$ cat config.mk
export PLATFORM = sky130hd
export DESIGN_NAME = rx_sync_bist_status
export DESIGN_NICKNAME = d
export VERILOG_FILES = /design/src/core/rx_status_pkg.sv /design/src/core/status_fifo.sv /design/src/core/rx_sync_bist_status.sv
export VERILOG_INCLUDE_DIRS = /design/src /design/src/core
export SDC_FILE = /design/constraint.sdc
export NUM_CORES = 1
export LEC_CHECK = 0
export ABC_CLOCK_PERIOD_IN_PS = 3700
export BUFFER_PORTS_ARGS = -buffer_cell sky130_fd_sc_hd__buf_2
export CAP_MARGIN = 20
export CORE_AREA = 2 2 163 165
export DETAILED_ROUTE_END_ITERATION = 12
export DIE_AREA = 0 0 165 167
export SYNTH_ARGS = -nofsm -noshare
export SYNTH_HDL_FRONTEND = slang
export SYNTH_SLANG_ARGS = --single-unit
export TNS_END_PERCENT = 10
$ cat constraint.sdc
create_clock -name sys_clk -period 3.7 [get_ports sys_clk]
set_input_delay 0 -clock sys_clk [delete_from_list [all_inputs] [get_ports sys_clk]]
set_output_delay 0 -clock sys_clk [all_outputs]
set_load 0.01 [all_outputs]
$ cat src/core/rx_sync_bist_status_regs.svh
// Constants for the receive synchronization and self-test status block
`ifndef RX_SYNC_BIST_STATUS_REGS_SVH
`define RX_SYNC_BIST_STATUS_REGS_SVH
`define ST_DATA        3'h0
`define ST_SPECIAL     3'h1
`define ST_LOCK        3'h2
`define ST_FRAME       3'h3
`define ST_CODE_VIOL   3'h4
`define ST_LOST_SYNC   3'h5
`define ST_DISPARITY   3'h6
`define ST_RESYNC      3'h7
`define BT_BEGIN       3'h7
`define BT_WAIT        3'h5
`define BT_MATCH       3'h0
`define BT_ERROR       3'h4
`define BT_LAST        3'h2
`define FRAMES_TO_LOCK 3'h4
`define DEC_ERR_LIMIT  3'h4
`define INV_EXCESS_MAX 5'h04
`define BIST_EXCESS    6'h10
`define RECENTRE_CYC   4'h9
`define DESKEW_CYC     8'h10
`define FIFO_DEPTH     8
`define FIFO_WIDTH     12
`endif

$ cat src/core/rx_status_pkg.sv
// Types for the receive synchronization and self-test status block
package rx_status_pkg;
  typedef enum logic [4:0] {
    SYNC_NONE      = 5'h01,
    SYNC_RESYNC    = 5'h02,
    SYNC_BOND_FAIL = 5'h04,
    SYNC_LOCKED    = 5'h08,
    SYNC_RELOCK    = 5'h10
  } sync_state_e;
  typedef enum logic [2:0] {
    BIST_BEGIN = 3'h1,
    BIST_AWAIT = 3'h2,
    BIST_RUN   = 3'h4
  } bist_state_e;
  typedef struct packed {
    sync_state_e sync;
    logic [2:0]  frames;
    logic [2:0]  dec_errs;
    logic [4:0]  inv_excess;
    logic [7:0]  deskew;
    bist_state_e bist;
    logic [5:0]  bist_excess;
    logic [3:0]  recentre;
    logic        lock_shown;
  } status_state_s;
endpackage

$ cat src/core/status_fifo.sv
// Small valid/ready FIFO with registered read data
`timescale 1ns/1ps
module status_fifo #(
  parameter int WIDTH = 12,
  parameter int DEPTH = 8
) (
  input  wire logic             sys_clk,
  input  wire logic             rst_n,
  input  wire logic             in_valid,
  output logic                  in_ready,
  input  wire logic [WIDTH-1:0] in_data,
  output logic                  out_valid,
  input  wire logic             out_ready,
  output logic      [WIDTH-1:0] out_data
);
  localparam int AW = $clog2(DEPTH);
  logic [WIDTH-1:0] mem [DEPTH];
  logic [AW-1:0]    wr_ptr;
  logic [AW-1:0]    rd_ptr;
  logic [AW:0]      count;
  logic             push;
  logic             pop;
  // Output register mirrors the head and adds no extra slot
  assign out_valid = (count != '0);
  assign in_ready  = (count != (AW+1)'(DEPTH));
  assign push      = in_valid && in_ready;
  assign pop       = out_valid && out_ready;
  always_ff @(posedge sys_clk) begin
    if (!rst_n) begin
      wr_ptr   <= '0;
      rd_ptr   <= '0;
      count    <= '0;
      out_data <= '0;
    end else begin
      if (push) begin
        mem[wr_ptr] <= in_data;
        wr_ptr      <= wr_ptr + 1'b1;
      end
      if (pop) begin
        rd_ptr <= rd_ptr + 1'b1;
      end
      count <= count + (AW+1)'(push) - (AW+1)'(pop);
      // Read data register always shows the head
      if (pop && count > (AW+1)'(1)) begin
        out_data <= mem[rd_ptr + 1'b1];
      end else if (push && (count == '0 || (pop && count == (AW+1)'(1)))) begin
        out_data <= in_data;
      end
    end
  end
endmodule // status_fifo

$ cat src/core/rx_sync_bist_status.sv
// Receive channel status: synchronization, self-test status and output staging
//
// Function
// RULE1 - Type-A machine: no-sync, resync, bond-failed, in-sync; only in-sync varies code.
// RULE2 - Type-B machine: no-sync, resync, in-sync, resync-in-sync states.
// RULE3 - Low mode bit picks Type-A or Type-B; self-test gets its own reporting.
// RULE4 - During self-test compare, status reports compare state instead of data status.
// RULE5 - Receive PLL lock loss forces self-test machine to its begin state.
// RULE6 - Errors exceeding matches by over 16 send self-test to await D0.0.
// RULE7 - Buffer over/underflow holds self-test begin state about nine characters.
// RULE8 - Both link ends use the same receive clock selection class.
// RULE9 - Parity outputs are not driven while parity control is low.
// RULE10 - Decoder bypass without self-test: status bit 2 low except framing characters.
// RULE11 - Bonded mode reports 000 for valid data characters.
// RULE12 - Bonded mode reports 001 for special characters other than framing.
// RULE13 - Type-B reports 010 once bonded channels resync, on last cycle only.
// RULE14 - Framing character reports 011 with its decoded value on the bus.
// RULE15 - Disparity error reports 110; resync reports 111 with framing character shown.
// RULE16 - Four consecutive framing characters move resync to in-sync.
// RULE17 - Leave in-sync on buffer fault, lock loss, four decoder errors, excess four.
// RULE18 - Machine runs only when bonding mode bit is set; else decode directly.
// RULE19 - Status is registered together with its character, always aligned.
`timescale 1ns/1ps
`include "rx_sync_bist_status_regs.svh"
module rx_sync_bist_status (
  input  wire logic       sys_clk,
  input  wire logic       rst_n,
  input  wire logic [1:0] rx_mode_select,
  input  wire logic       decoder_mode,
  input  wire logic [1:0] parity_control,
  input  wire logic       bist_enable,
  input  wire logic       char_valid,
  input  wire logic [7:0] char_data,
  input  wire logic [1:0] raw_low_bits,
  input  wire logic       char_special,
  input  wire logic       char_framing,
  input  wire logic       char_code_viol,
  input  wire logic       char_disparity,
  input  wire logic       bist_match,
  input  wire logic       bist_error,
  input  wire logic       bist_last,
  input  wire logic       pll_lock_lost,
  input  wire logic       ebuf_fault,
  input  wire logic       bond_all_resync,
  output logic            char_ready,
  output logic            out_valid,
  input  wire logic       out_ready,
  output logic [7:0]      rx_data,
  output logic [2:0]      rx_char_status,
  output logic            rx_parity_out,
  output logic            rx_parity_oe,
  output logic            sync_locked
);
  // ****************************************
  // Shared decode
  // ****************************************
  rx_status_pkg::status_state_s state;
  rx_status_pkg::status_state_s next_state;
  logic                         bonded;
  logic                         any_dec_err;
  logic                         bist_on;
  logic [2:0]                   status_code;
  logic [7:0]                   data_code;
  logic                         fifo_ready;
  logic [11:0]                  fifo_out;
  logic                         take;

  function automatic logic [2:0] char_class(input logic viol, input logic disp,
                                            input logic frame, input logic spec);
    if (viol) begin
      char_class = `ST_CODE_VIOL;
    end else if (disp) begin
      char_class = `ST_DISPARITY;                                  // RULE15
    end else if (frame) begin
      char_class = `ST_FRAME;                                      // RULE14
    end else if (spec) begin
      char_class = `ST_SPECIAL;                                    // RULE12
    end else begin
      char_class = `ST_DATA;                                       // RULE11
    end
  endfunction

  assign bonded      = rx_mode_select[1];                          // RULE18
  assign bist_on     = bist_enable;
  assign any_dec_err = char_code_viol || char_disparity;
  assign take        = char_valid && fifo_ready;
  assign char_ready  = fifo_ready;

  // ****************************************
  // State machines
  // ****************************************
  always_comb begin
    next_state = state;
    if (take && bonded && !bist_on) begin                          // RULE18
      next_state.lock_shown = 1'b0;
      case (state.sync)
        rx_status_pkg::SYNC_NONE: begin
          if (char_framing) begin
            next_state.sync   = rx_status_pkg::SYNC_RESYNC;
            next_state.frames = 3'h1;
          end
        end
        rx_status_pkg::SYNC_RESYNC, rx_status_pkg::SYNC_RELOCK: begin
          if (pll_lock_lost || ebuf_fault || any_dec_err) begin
            next_state.sync   = rx_status_pkg::SYNC_NONE;
            next_state.frames = '0;
          end else if (char_framing) begin
            next_state.frames = state.frames + 3'h1;
            if (state.frames + 3'h1 >= `FRAMES_TO_LOCK) begin        // RULE16
              next_state.sync       = rx_status_pkg::SYNC_LOCKED;
              next_state.dec_errs   = '0;
              next_state.inv_excess = '0;
              next_state.lock_shown = rx_mode_select[0];           // RULE13
            end
          end else begin
            next_state.frames = '0;
          end
          if (!rx_mode_select[0] && state.sync == rx_status_pkg::SYNC_RESYNC) begin
            next_state.deskew = state.deskew + 8'h01;
            if (state.deskew == `DESKEW_CYC && !bond_all_resync) begin
              next_state.sync = rx_status_pkg::SYNC_BOND_FAIL;     // RULE1
            end
          end
        end
        rx_status_pkg::SYNC_BOND_FAIL: begin
          if (char_framing) begin
            next_state.sync   = rx_status_pkg::SYNC_RESYNC;
            next_state.deskew = '0;
          end
        end
        rx_status_pkg::SYNC_LOCKED: begin
          next_state.dec_errs = any_dec_err ? state.dec_errs + 3'h1 : 3'h0;
          if (any_dec_err) begin
            next_state.inv_excess = state.inv_excess + 5'h01;
          end else if (state.inv_excess != '0) begin
            next_state.inv_excess = state.inv_excess - 5'h01;
          end
          if (pll_lock_lost || ebuf_fault || next_state.dec_errs == `DEC_ERR_LIMIT ||
              next_state.inv_excess == `INV_EXCESS_MAX) begin    // RULE17
            next_state.sync = rx_mode_select[0] ? rx_status_pkg::SYNC_RELOCK // RULE2
                                                : rx_status_pkg::SYNC_NONE;
            next_state.frames = '0;
            next_state.deskew = '0;
          end
        end
        default: begin
          next_state.sync = rx_status_pkg::SYNC_NONE;
        end
      endcase
    end
    if (take && bist_on) begin                                     // RULE4
      case (state.bist)
        rx_status_pkg::BIST_BEGIN: begin
          if (state.recentre == '0 && char_data == 8'h00 && !char_special) begin
            next_state.bist        = rx_status_pkg::BIST_RUN;
            next_state.bist_excess = '0;
          end
        end
        rx_status_pkg::BIST_AWAIT: begin
          if (char_data == 8'h00 && !char_special) begin           // RULE6
            next_state.bist        = rx_status_pkg::BIST_RUN;
            next_state.bist_excess = '0;
          end
        end
        rx_status_pkg::BIST_RUN: begin
          if (bist_error) begin
            next_state.bist_excess = state.bist_excess + 6'h01;
          end else if (bist_match && state.bist_excess != '0) begin
            next_state.bist_excess = state.bist_excess - 6'h01;
          end
          if (bist_error && state.bist_excess == `BIST_EXCESS) begin
            next_state.bist = rx_status_pkg::BIST_AWAIT;           // RULE6
          end
        end
        default: begin
          next_state.bist = rx_status_pkg::BIST_BEGIN;
        end
      endcase
    end
    if (state.recentre != '0) begin
      next_state.recentre = state.recentre - 4'h1;
    end
    if (ebuf_fault) begin
      next_state.bist     = rx_status_pkg::BIST_BEGIN;             // RULE7
      next_state.recentre = `RECENTRE_CYC;                         // RULE7
    end
    if (pll_lock_lost) begin
      next_state.bist = rx_status_pkg::BIST_BEGIN;                 // RULE5
    end
  end

  always_ff @(posedge sys_clk) begin
    if (!rst_n) begin
      state <= '{sync: rx_status_pkg::SYNC_NONE, frames: '0, dec_errs: '0,
                 inv_excess: '0, deskew: '0, bist: rx_status_pkg::BIST_BEGIN,
                 bist_excess: '0, recentre: '0, lock_shown: 1'b0};
    end else begin
      state <= next_state;
    end
  end

  // ****************************************
  // Status encoding
  // ****************************************
  always_comb begin
    data_code   = char_data;
    status_code = char_class(char_code_viol, char_disparity, char_framing, char_special);
    if (bist_on) begin                                             // RULE3
      if (state.bist != rx_status_pkg::BIST_RUN) begin
        status_code = (state.bist == rx_status_pkg::BIST_AWAIT) ? `BT_WAIT : `BT_BEGIN;
      end else if (bist_error) begin
        status_code = `BT_ERROR;
      end else if (bist_last) begin
        status_code = `BT_LAST;
      end else begin
        status_code = `BT_MATCH;
      end
    end else if (!decoder_mode) begin
      status_code = {char_framing, raw_low_bits};                  // RULE10
    end else if (bonded) begin
      case (state.sync)
        rx_status_pkg::SYNC_NONE, rx_status_pkg::SYNC_BOND_FAIL: begin
          status_code = `ST_LOST_SYNC;                             // RULE1
        end
        rx_status_pkg::SYNC_RESYNC, rx_status_pkg::SYNC_RELOCK: begin
          status_code = `ST_RESYNC;                                // RULE15
        end
        rx_status_pkg::SYNC_LOCKED: begin
          if (rx_mode_select[0] && state.lock_shown) begin
            status_code = `ST_LOCK;                                // RULE13
          end
        end
        default: begin
          status_code = `ST_LOST_SYNC;
        end
      endcase
    end
  end

  // ****************************************
  // Output staging
  // ****************************************
  status_fifo #(
    .WIDTH (`FIFO_WIDTH),
    .DEPTH (`FIFO_DEPTH)
  ) u_fifo (
    .sys_clk   (sys_clk),
    .rst_n     (rst_n),
    .in_valid  (char_valid),
    .in_ready  (fifo_ready),
    .in_data   ({sync_locked_next(state.sync), status_code, data_code}), // RULE19
    .out_valid (out_valid),
    .out_ready (out_ready),
    .out_data  (fifo_out)
  );

  function automatic logic sync_locked_next(input rx_status_pkg::sync_state_e s);
    sync_locked_next = (s == rx_status_pkg::SYNC_LOCKED);
  endfunction

  assign rx_data        = fifo_out[7:0];
  assign rx_char_status = fifo_out[10:8];
  assign sync_locked    = fifo_out[11];
  // Odd parity over the bits the control selects
  assign rx_parity_out  = ~(^rx_data ^
                            ((parity_control != 2'h0 && !decoder_mode) ||
                             parity_control == 2'h3 ? ^rx_char_status[1:0] : 1'b0) ^
                            (parity_control == 2'h3 ? rx_char_status[2] : 1'b0));
  assign rx_parity_oe   = (parity_control != 2'h0);                // RULE9
endmodule // rx_sync_bist_status

Word-level counts from Yosys, hierarchy flattened:

Memories as Yosys holds them, arrays and structs flattened.
Index checks and enable logic that the tools add are counted.

* add/sub/neg operators: 12
* multiply operators: 0
* divide/modulo/power cells: 0
* $lt $le $gt $ge: 2
* eq/ne operators: 27
* shift-type cells: 0
* mux-type cells: 58
* bitwise operators: 4
* reduce and logical (&&, ||, !) cells: 54

Operators by type and width (count)
* $mux 8: 9
* $mux 5: 10
* $mux 3: 11
* $mux 12: 2
* $pmux 8 s3: 1
* $ne 2x2->1 const B: 10
* $pmux 5 s4: 1
* $mux 9: 2
* $pmux 3 s3: 2
* $pmux 6 s3: 1
* $logic_and 1x1->1: 17
* $pmux 8 s2: 1
* $reduce_and 5->1: 3
* $add 3x1->3 const B: 4
* $mux 6: 2
* $reduce_and 4->1: 3
* $eq 5x3->1 const B: 2
* $mux 1: 10
* $reduce_bool 3->1: 3
* $add 8x1->8 const B: 1
* $eq 8x5->1 const B: 1
* $logic_not 4->1: 2
* $logic_not 8->1: 1
* $mux 4: 2
* 35 further kinds: 56

* flip-flop bits (word level): 60
* latch bits: 0
* RAM bits: 96
* bits in read-only memories: 0
* input bits: 30
* output and inout bits: 16
* memories: 1

Memory list
* u_fifo.mem: depth 8, width 12, read ports 1, clocked after Yosys merged registers in 0, wr ports 1, RTL line status_fifo.sv:17 `logic [WIDTH-1:0] mem [DEPTH];`

Depth between registers and ports, before layout:

Gate-level depths: netlist (run 1).

* depth after elaboration: 11
* gate-level depth with buffers: 12

Modules after synthesis:

From an unflattened synthesis (run 1), not the netlist that was laid out.

* cells, all modules: 630
* area, all modules: 7553.5 µm²

By module, submodules not included
* status_fifo: times used 1, cells each 271, area each 4772.1 µm², sequential area each 3323.2 µm²
* rx_sync_bist_status: times used 1, cells each 359, area each 2781.4 µm², sequential area each 760.7 µm²

Worst setup path after synthesis (run 1):

OpenSTA, ideal clock, no wires.

* path kind: register to register
* start point: register u_fifo.count[2]
* end point: memory u_fifo.mem[4][0] (enable)
* library setup time: 396 ps
* data arrival time: 2232 ps
* data required time: 3304 ps
* path slack: 1072 ps
* stages on the path, launching flop included: 8
* path buffers: 1
* path through: dfxtp_1 -> inv_1 -> ha_1 -> or3b_1 -> and2_1 -> clkbuf_1 -> nand3_1 -> nor3_1

* cells in the longest elaborated chain, start to end: 5

Ends and longest elaborated chain
* from (decl): RTL line status_fifo.sv:20 `logic [AW:0] count;`
* from (signal assigned): RTL line status_fifo.sv:42 `count <= count + (AW+1)'(push) - (AW+1)'(pop);`
* $ne 4x4->1: RTL line status_fifo.sv:25 `assign in_ready = (count != (AW+1)'(DEPTH));`
* net char_ready: RTL line rx_sync_bist_status.sv:45 `output logic char_ready,`
* $logic_and 1x1->1
* net take: RTL line rx_sync_bist_status.sv:66 `logic take;`
* $mux 1: RTL line status_fifo.sv:35 `if (push) begin`
* $mux 1: RTL line status_fifo.sv:29 `if (!rst_n) begin`
* $mux 1 (implied by the code): RTL line status_fifo.sv:36 `mem[wr_ptr] <= in_data;`
* to (decl): RTL line status_fifo.sv:17

The timed path passes the listed nets, and every way through them passes these cells.

Worst setup path in the final report (run 1):

* start point: register state[22] (netlist name)
* end point: register state[19] (netlist name)

* cells in the longest elaborated chain, start to end: 9

Ends and longest elaborated chain
* from (decl): RTL line rx_sync_bist_status.sv:57 `rx_status_pkg::status_state_s state;`
* from (signal assigned): RTL line rx_sync_bist_status.sv:194 `state <= '{sync: rx_status_pkg::SYNC_NONE, frames: '0, dec_errs: '0,`
* from (signal assigned): RTL line rx_sync_bist_status.sv:198 `state <= next_state;`
* $sub 5x1->5 / $reduce_bool 5->1 (equally long branches): RTL line rx_sync_bist_status.sv:136, rx_sync_bist_status.sv:135
* $mux 5: RTL line rx_sync_bist_status.sv:135 `end else if (state.inv_excess != '0) begin`
* $mux 5 *: RTL line rx_sync_bist_status.sv:133 `if (any_dec_err) begin`
* $mux 5 *: RTL line rx_sync_bist_status.sv:96 `case (state.sync)`
* $mux 5 *: RTL line rx_sync_bist_status.sv:94 `if (take && bonded && !bist_on) begin`
* $eq 5x3->1 (no source line) *
* $logic_or 1x1->1 (no source line) *
* $ne 2x2->1 (no source line) *
* $reduce_and 5->1 (no source line) *

Every way passes the cells marked *; elsewhere a longest branch is shown, timed or not. The select of a mux whose other input is x is not followed.
A chain may end at the register's enable or synchronous reset.

==> metrics, run 1 <==
starting density of the core=0.295; Synth Area per Inst=roughly 11 µm²; area of the mapped netlist=approximately 0.0076 mm²; DR vias/cell=5.03; number of global-route vias before repair=around 5300; hold buffers post-CTS=13; TritonCTS Buffers=17; hold wc startpoint=bist_enable; DIE HEIGHT=between 150 and 200 µm; WL/cell=about 16 µm; Yosys warning total=0; Reg-to-Reg Start=state[22]; GRT overflow=0; Final Core Density=0.344; r2r endpoint=state[19]; placed cells=slightly above 1000; area of placed instances=roughly 0.008 mm²; Tot GR Track Use=0.134; Rel. slew slack=0.350; die area=approximately 0.028 mm²; final worst path period need=around 2900 ps; Area contributors post-synth=edfxtp_1, dfxtp_1, mux4_2; register area share after synthesis=0.538; Die X=165 µm; CTS tree=done; Clock Skew=approximately 7 ps; Setup TNS=0 ps; Core ar.=0.0258 mm²; Rows=59; max_cap viols=0; Placer Congestion=0.846; clock buffer depth=2; worst reg2reg path depth=8; DP HPWL=approximately 12 mm; routed wire length=approximately 17 mm; insertion delay to the later sink of the worst-skew pair=430 ps; Residual DRC=0; area share of the leading cell type in the synthesized netlist=0.380; CP required=~4000 ps; Worst Tran Pin Value=slightly below 1000 ps; Final setup viols=0; Slew Limit Fails=0; area leader, netlist=edfxtp_1; final instance area=roughly 0.0089 mm²; Worst setup EP type=flop; synth unique cells=70; final hold violation count=0; status=finished, final reports clean; Antenna Violating Nets Remaining=0; ys async rst share=0; Layout Nets=about 770; CTS-repair resized insts=0; hold path cells=3; first-pass GRT wire length=28.4 mm; Area growth syn-to-layout=16.6%; drt pass-1 iters=5; worst slack, placed=around 870 ps; CP arrival=3150 ps; CP endpoint=state[19]; RSZ-0062 raised after global routing=false; Total Power=between 5 and 6 mW; Worst setup SP type=flop; Final Cycle Share=0.777; Synth Instances=between 600 and 700; Synth Flop Type=edfxtp_1; CP Class=reg2reg; CTS clk-pin slew, worst paths=~70 ps; Post-Layout Cell Count=between 1000 and 1500; Post-synth EDFFs=96; worst-path maximum fanout=10; clock sink total=156; IO Count=46; Commonest cells post-synth=edfxtp_1, nor2_1, dfxtp_1; flops & latches, synth=roughly 160; final worst slack=about 820 ps; largest net degree at the start of global routing=44; Post-Syn Nets=~710; Critical Path Start=state[22]; DRT iter0 DRCs=between 400 and 500; Max Fclk=roughly 350 MHz; H-tree lvl count=4; worst ir drop on vdd=425 µV; initial antenna violation count=1; setup bufs post-CTS=0; Hold Worst Slack=between 15 and 20 ps; cell area power density=a little under 600 mW/mm²; dominant cell by count in the synthesized netlist=edfxtp_1; CTS root buffer=clkbuf_16; Tightest Hold Check Type=in2reg; R2R setup slack=820 ps; I/O Buffers=45; share of cells above drive strength 1=0.174; # diodes=0; DR vias=approximately 5300; Leak=~3.1 nW
## flip-flops by register name, indices dropped and copies added (netlist names)
| register | cells |
|---|---|
| u_fifo.out_data | 12 |
| u_fifo.count | 4 |
| u_fifo.rd_ptr | 3 |
| state | 38 |
| u_fifo.wr_ptr | 3 |
| u_fifo.mem | 96 |
## kinds of logic (layout without fill, tap and decap cells)
group	after synthesis	after routing	synth area share
and+or+nand+nor	210	210	0.141
DFF	156	156	0.538
AOI/OAI and AO/OA	138	138	0.118
buffers and inverters	66	130	0.0382
muxes	42	42	0.0949
xor gates and xnor gates	27	27	0.0311
adders and majority gates	23	23	0.0395
## worst min path at each step
stage,endpoint
6_report,state[11]
4_1_cts,state[11]
5_1_grt,state[10]
3_5_place_dp,rx_parity_oe
2_1_floorplan,u_fifo.mem[0][0]
3_3_place_gp,rx_parity_oe
## critical path: stages (launching register included)
cell      delay, ps
dfxtp_1         430
inv_1           130
ha_1            360
nor3b_1         200
mux2i_1         100
a221o_1         290
o311a_1         470
nor2b_1         550
a311oi_1        180
## per-layer routing
layer | global-route usage | wire [µm] | up-vias | share of wire
met3 | 0.0329 | 887 | 20 | 0.051
met4 | 0.0454 | 266 | 2 | 0.015
met2 | 0.215 | 8340 | 133 | 0.48
li1 | - | - | 2584 | -
met1 | 0.176 | 7970 | 2601 | 0.46
met5 | 0 | 11 | - | 0.00063
## cell usage in the layout, fill, tap and decap left out, drive strengths merged, types with 13 or more instances in the layout
cell          n
ha           20
clkbuf       18
buf          57
dlygate4sd3  13
mux4         24
nand2        45
mux2i        18
nor3         18
a21oi        37
o21ai        27
edfxtp       96
inv          34
dfxtp        60
xnor2        17
nor2         63
nand3        20
## power by group
part	internal, mW	switching [mW]	total [mW]	leakage [nW]
registers	1.97	0.138	2.11	1.36
clock network	0.939	0.732	1.67	0.271
logic	0.653	0.705	1.36	1.44
## area by class of cell
type                    instances  area, µm²
well taps                     335        419
repair buffers                 70        445
clock buffers                  18        429
fillers                      2532      16900
clock inverters                14        134
inverters                      28        105
multi-input cells             440       3240
flip-flops and latches        156       4090
Note: power is estimated with default switching activity, not from simulation.
==> inputs of run 2 (changes only) <==
--- a/config.mk
+++ b/config.mk
@@ -6,7 +6,7 @@
 export SDC_FILE = /design/constraint.sdc
 export NUM_CORES = 1
 export LEC_CHECK = 0
-export ABC_CLOCK_PERIOD_IN_PS = 3700
+export ABC_CLOCK_PERIOD_IN_PS = 2870
 export BUFFER_PORTS_ARGS = -buffer_cell sky130_fd_sc_hd__buf_2
 export CAP_MARGIN = 20
 export CORE_AREA = 2 2 163 165
==> constraint.sdc (replaced) <==
create_clock -name sys_clk -period 2.87 [get_ports sys_clk]
set_input_delay 0 -clock sys_clk [delete_from_list [all_inputs] [get_ports sys_clk]]
set_output_delay 0 -clock sys_clk [all_outputs]
set_load 0.01 [all_outputs]
==> metrics, run 2 (synthesized netlist as in run 1, its figures left out) <==
drt pass-1 iters=5; Slew Limit Fails=0; Max Fclk=between 300 and 400 MHz; Tightest Hold Check Type=in2reg; worst slack, placed=~220 ps; WL/cell=about 16 µm; Worst path slowest cell=o311a_1; Rel. slew slack=0.427; worst-path maximum fanout=10; DP HPWL=roughly 12 mm; routed wire length=between 15 and 20 mm; CP arrival=2960 ps; CP required=3200 ps; max FFs per register=96; Layout Nets=781; CTS root buffer=clkbuf_16; initial antenna violation count=1; CP Cell Sequence=inv_1, ha_1, nor3b_1, mux2i_1, a221o_1, o311a_1, or2_1, o221a_1; largest registers=u_fifo.mem: 96 flops, state: 38 flops, u_fifo.out_data: 12 flops; Area growth syn-to-layout=18.7%; CP Class=reg2reg; worst ir drop on vdd=about 680 µV; first-pass GRT wire length=around 27 mm; cell area power density=around 740 mW/mm²; clock buffer depth=2; clock sink total=between 150 and 200; Residual DRC=0; Worst setup EP type=flop; most frequent cells in the layout=edfxtp_1, nor2_1, dfxtp_1; status=finished, final reports clean; DR vias/cell=~5.0; starting density of the core=0.295; number of global-route vias before repair=5033; Final setup viols=0; Final Cycle Share=0.918; Placer Congestion=between 0.8 and 0.9; # diodes=0; I/O Buffers=45; TritonCTS Buffers=17; DIE HEIGHT=167 µm; IO Count=46; insertion delay to the later sink of the worst-skew pair=430 ps; final worst slack=about 240 ps; Biggest register=u_fifo.mem; final hold violation count=0; DRT iter0 DRCs=~580; most common cell after layout, fill and taps aside=edfxtp_1; critical path's largest stage delay=480 ps; max_cap viols=0; FF+latch area=0.00409 mm²; share of cells above drive strength 1=0.193; CTS clk-pin slew, worst paths=around 70 ps; DR vias=~5300; GRT overflow=0; Antenna Violating Nets Remaining=0; Leak=around 3.2 nW; Core ar.=0.0258 mm²; die area=about 0.028 mm²; Die X=between 150 and 200 µm; Final Core Density=0.350; Worst setup SP type=flop; Clock Skew=~11 ps; Setup TNS=0 ps; Tot GR Track Use=0.128; CTS tree=done; H-tree lvl count=4; RSZ-0062 raised after global routing=false; final worst path period need=around 2600 ps; fill cell count=2513; Worst Tran Pin Value=850 ps; Rows=about 60; largest net degree at the start of global routing=30; area taken by multi-input logic gates=about 0.0032 mm²
==> run 2: changes by cell type in the layout (fill, tap and decap cells not counted), moves of 3 or more <==
cell      previous run  this run
clkinv_8             0         4
buf_4               12        27
clkinv_2             3         0
inv_8                2         5
==> run 2: metal layers <==
| metal | wire [µm] | vias to the layer above | global-route usage |
|---|---|---|---|
| met5 | 13 | - | 0 |
| met1 | 8110 | 2617 | 0.172 |
| met2 | 8080 | 95 | 0.202 |
| met3 | 816 | 17 | 0.0379 |
| li1 | - | 2603 | - |
| met4 | 220 | 2 | 0.0348 |
==> run 2: critical path, delay by kind of cell (launching register included) <==
kind	cells	cell delay [ps]
fa+ha+maj	1	340
simple gates	2	530
compound gates	3	1040
buf+inv	1	70
flops	1	460
mux	1	100
==> run 2: final timing paths <==
path / start / to / slack [ps] / cells after the start
hold / removal: bist_enable / state[11] / 20 / 3
setup / recovery: state[23] / state[36] / 240 / 8
hold reg to reg: state[21] / state[21] / 460 / 1
setup reg to reg: state[23] / state[36] / 240 / 8
==> run 2: power by group <==
part	internal, mW	total, mW	switching [mW]
Clock	1.17	2.22	1.04
Combinational	0.863	1.82	0.956
Sequential	2.54	2.66	0.119
==> run 2: per-stage QoR <==
step	power, mW	cells	hold slack, ps	cell area (µm²)
after floorplan	4.03	662	98.9	7590
after global placement	4.52	1031	302	8270
after detailed placement	4.54	1031	307	8270
after CTS	6.79	1077	6.59	9010
after global routing	7.08	1077	19.1	9010
final	6.69	1077	17.4	9010
==> run 2: timing repair <==
item | CTS | global route
hold buffers | 14 | 0
buffers inserted | 0 | 0
resized for setup | 0 | 1
hold endpoints to repair | 80 | 0
endpoints found under the setup margin | 0 | 1
==> run 2: cell type report <==
type,instances,share of cell area
clock inverter,15,0.0190
inverter,28,0.0117
multi-input combinational,440,0.359
tap,335,0.0465
sequential,156,0.453
clock buffer,17,0.0472
timing repair buffer,86,0.0630
==> inputs of run 3 (changes only) <==
--- a/config.mk
+++ b/config.mk
@@ -12,6 +12,7 @@
 export CORE_AREA = 2 2 163 165
 export DETAILED_ROUTE_END_ITERATION = 12
 export DIE_AREA = 0 0 165 167
+export SETUP_SLACK_MARGIN = 0.5
 export SYNTH_ARGS = -nofsm -noshare
 export SYNTH_HDL_FRONTEND = slang
 export SYNTH_SLANG_ARGS = --single-unit
==> metrics, run 3 (synthesized netlist as in run 1, its figures left out) <==
status=finished, final reports clean; Setup TNS=0 ps; starting density of the core=0.295; FF+latch area=roughly 0.0041 mm²; placed cells=between 1000 and 1500; Die X=between 150 and 200 µm; WL/cell=~16 µm; Antenna Violating Nets Remaining=0; Hold Worst Slack=21.6 ps; Max Fclk=approximately 420 MHz; DRT iter0 DRCs=529; I/O Buffers=45; Rows=just under 60; Tightest Hold Check Type=in2reg; R2R setup slack=roughly 480 ps; largest net degree at the start of global routing=28; r2r endpoint=state[36]; IO Count=46; Worst path slowest cell=o311a_4; worst ir drop on vdd=508 µV; TritonCTS Buffers=17; final instance area=approximately 0.0091 mm²; drt pass-1 iters=5; share of cells above drive strength 1=0.220; Worst Hold End=state[10]; Worst setup SP type=flop; area taken by multi-input logic gates=about 0.0033 mm²; largest registers=u_fifo.mem: 96 flops, state: 38 flops, u_fifo.out_data: 12 flops; H-tree lvl count=4; DP HPWL=between 10 and 15 mm; CP Cell Sequence=clkinvlp_4, ha_4, nor3b_2, mux2i_1, a221o_1, o311a_4, or2_4, o221a_1; Area growth syn-to-layout=20.3%; DR vias=5391; insertion delay to the later sink of the worst-skew pair=430 ps; DIE HEIGHT=between 150 and 200 µm; Rel. slew slack=0.475; CP required=~3200 ps; clock buffer depth=2; Final setup viols=0; worst reg2reg path depth=8; Biggest register=u_fifo.mem; Core ar.=0.0258 mm²; initial antenna violation count=0; Placer Congestion=roughly 0.79; max_cap viols=0; first-pass GRT wire length=between 20 and 30 mm; CTS root buffer=clkbuf_16; critical path's largest stage delay=~410 ps; DR vias/cell=approximately 5; Clock Skew=10.3 ps; Total Power=between 6 and 7 mW; Tot GR Track Use=0.132; Residual DRC=0; max FFs per register=96; Worst Tran Pin Value=approximately 780 ps; worst-path maximum fanout=8; Leak=3.22 nW; Final Core Density=0.355; cell area power density=roughly 740 mW/mm²; number of global-route vias before repair=~5200; Post-Layout Cell Count=1083; final hold violation count=0; hold path cells=4; CP Class=reg2reg; most frequent cells in the layout=edfxtp_1, nor2_1, dfxtp_1; Slew Limit Fails=0; RSZ-0062 raised after global routing=true; Reg-to-Reg Start=state[22]; CTS clk-pin slew, worst paths=approximately 60 ps; fill cell count=approximately 2500; final worst path period need=2390 ps; most common cell after layout, fill and taps aside=edfxtp_1; Layout Nets=between 700 and 800; routed wire length=approximately 18 mm; final worst slack=between 400 and 500 ps; CTS tree=done; GRT overflow=0; area of placed instances=around 0.0083 mm²; worst slack, placed=around 210 ps; CP arrival=around 2700 ps; clock sink total=156; Final Cycle Share=0.834; die area=0.0276 mm²; Worst setup EP type=flop; hold wc startpoint=bist_error
-- run 3: how the worst max path moves through the flow --
stage,end,slack [ps],from,cells past startpoint
after global routing,state[36],390,state[22],8
after detailed placement,state[36],210,state[22],8
after CTS,u_fifo.out_data[8],490,state[33],6
final,state[36],480,state[22],8
after floorplan,u_fifo.mem[0][0],250,u_fifo.count[2],7
after global placement,state[36],240,state[22],8
-- run 3: repair_timing --
action                     in CTS  in global routing
resized for setup               6                 14
buffers inserted                1                  5
hold endpoints to repair       75                  0
hold buffers                   13                  0
pin swaps                       1                  1
setup endpoints to repair      17                146
-- run 3: layout make-up --
class,instances,share of cell area
Clock inverter,14,0.0166
Antenna cell,1,0.000274
Sequential cell,156,0.448
Multi-Input combinational cell,440,0.365
Timing Repair Buffer,91,0.0660
Tap cell,335,0.0459
Inverter,28,0.0119
Clock buffer,18,0.0470
-- run 3: report_power, final --
part / leakage, nW / internal [mW] / switching (mW)
clock: 0.285 / 1.23 / 0.982
combinational: 1.58 / 0.903 / 0.964
sequential: 1.36 / 2.54 / 0.146
total: 3.22 / 4.68 / 2.09
-- run 3: per-layer routing --
metal  up-vias  track usage  part of all wire
met3        14       0.0299             0.046
met2       117        0.212              0.48
met5         -            0                 0
li1       2615            -                 -
met1      2645        0.179              0.46
met4         0       0.0325             0.010
-- run 3: critical path, delay by kind of cell (launching register included) --
family	cells	cell delay, ps
flip-flops	1	380
multiplexers	1	90
buffers and inverters	1	140
AO/OA/AOI/OAI	3	970
AND/OR/NAND/NOR	2	420
adder cells (fa/ha/maj)	1	300
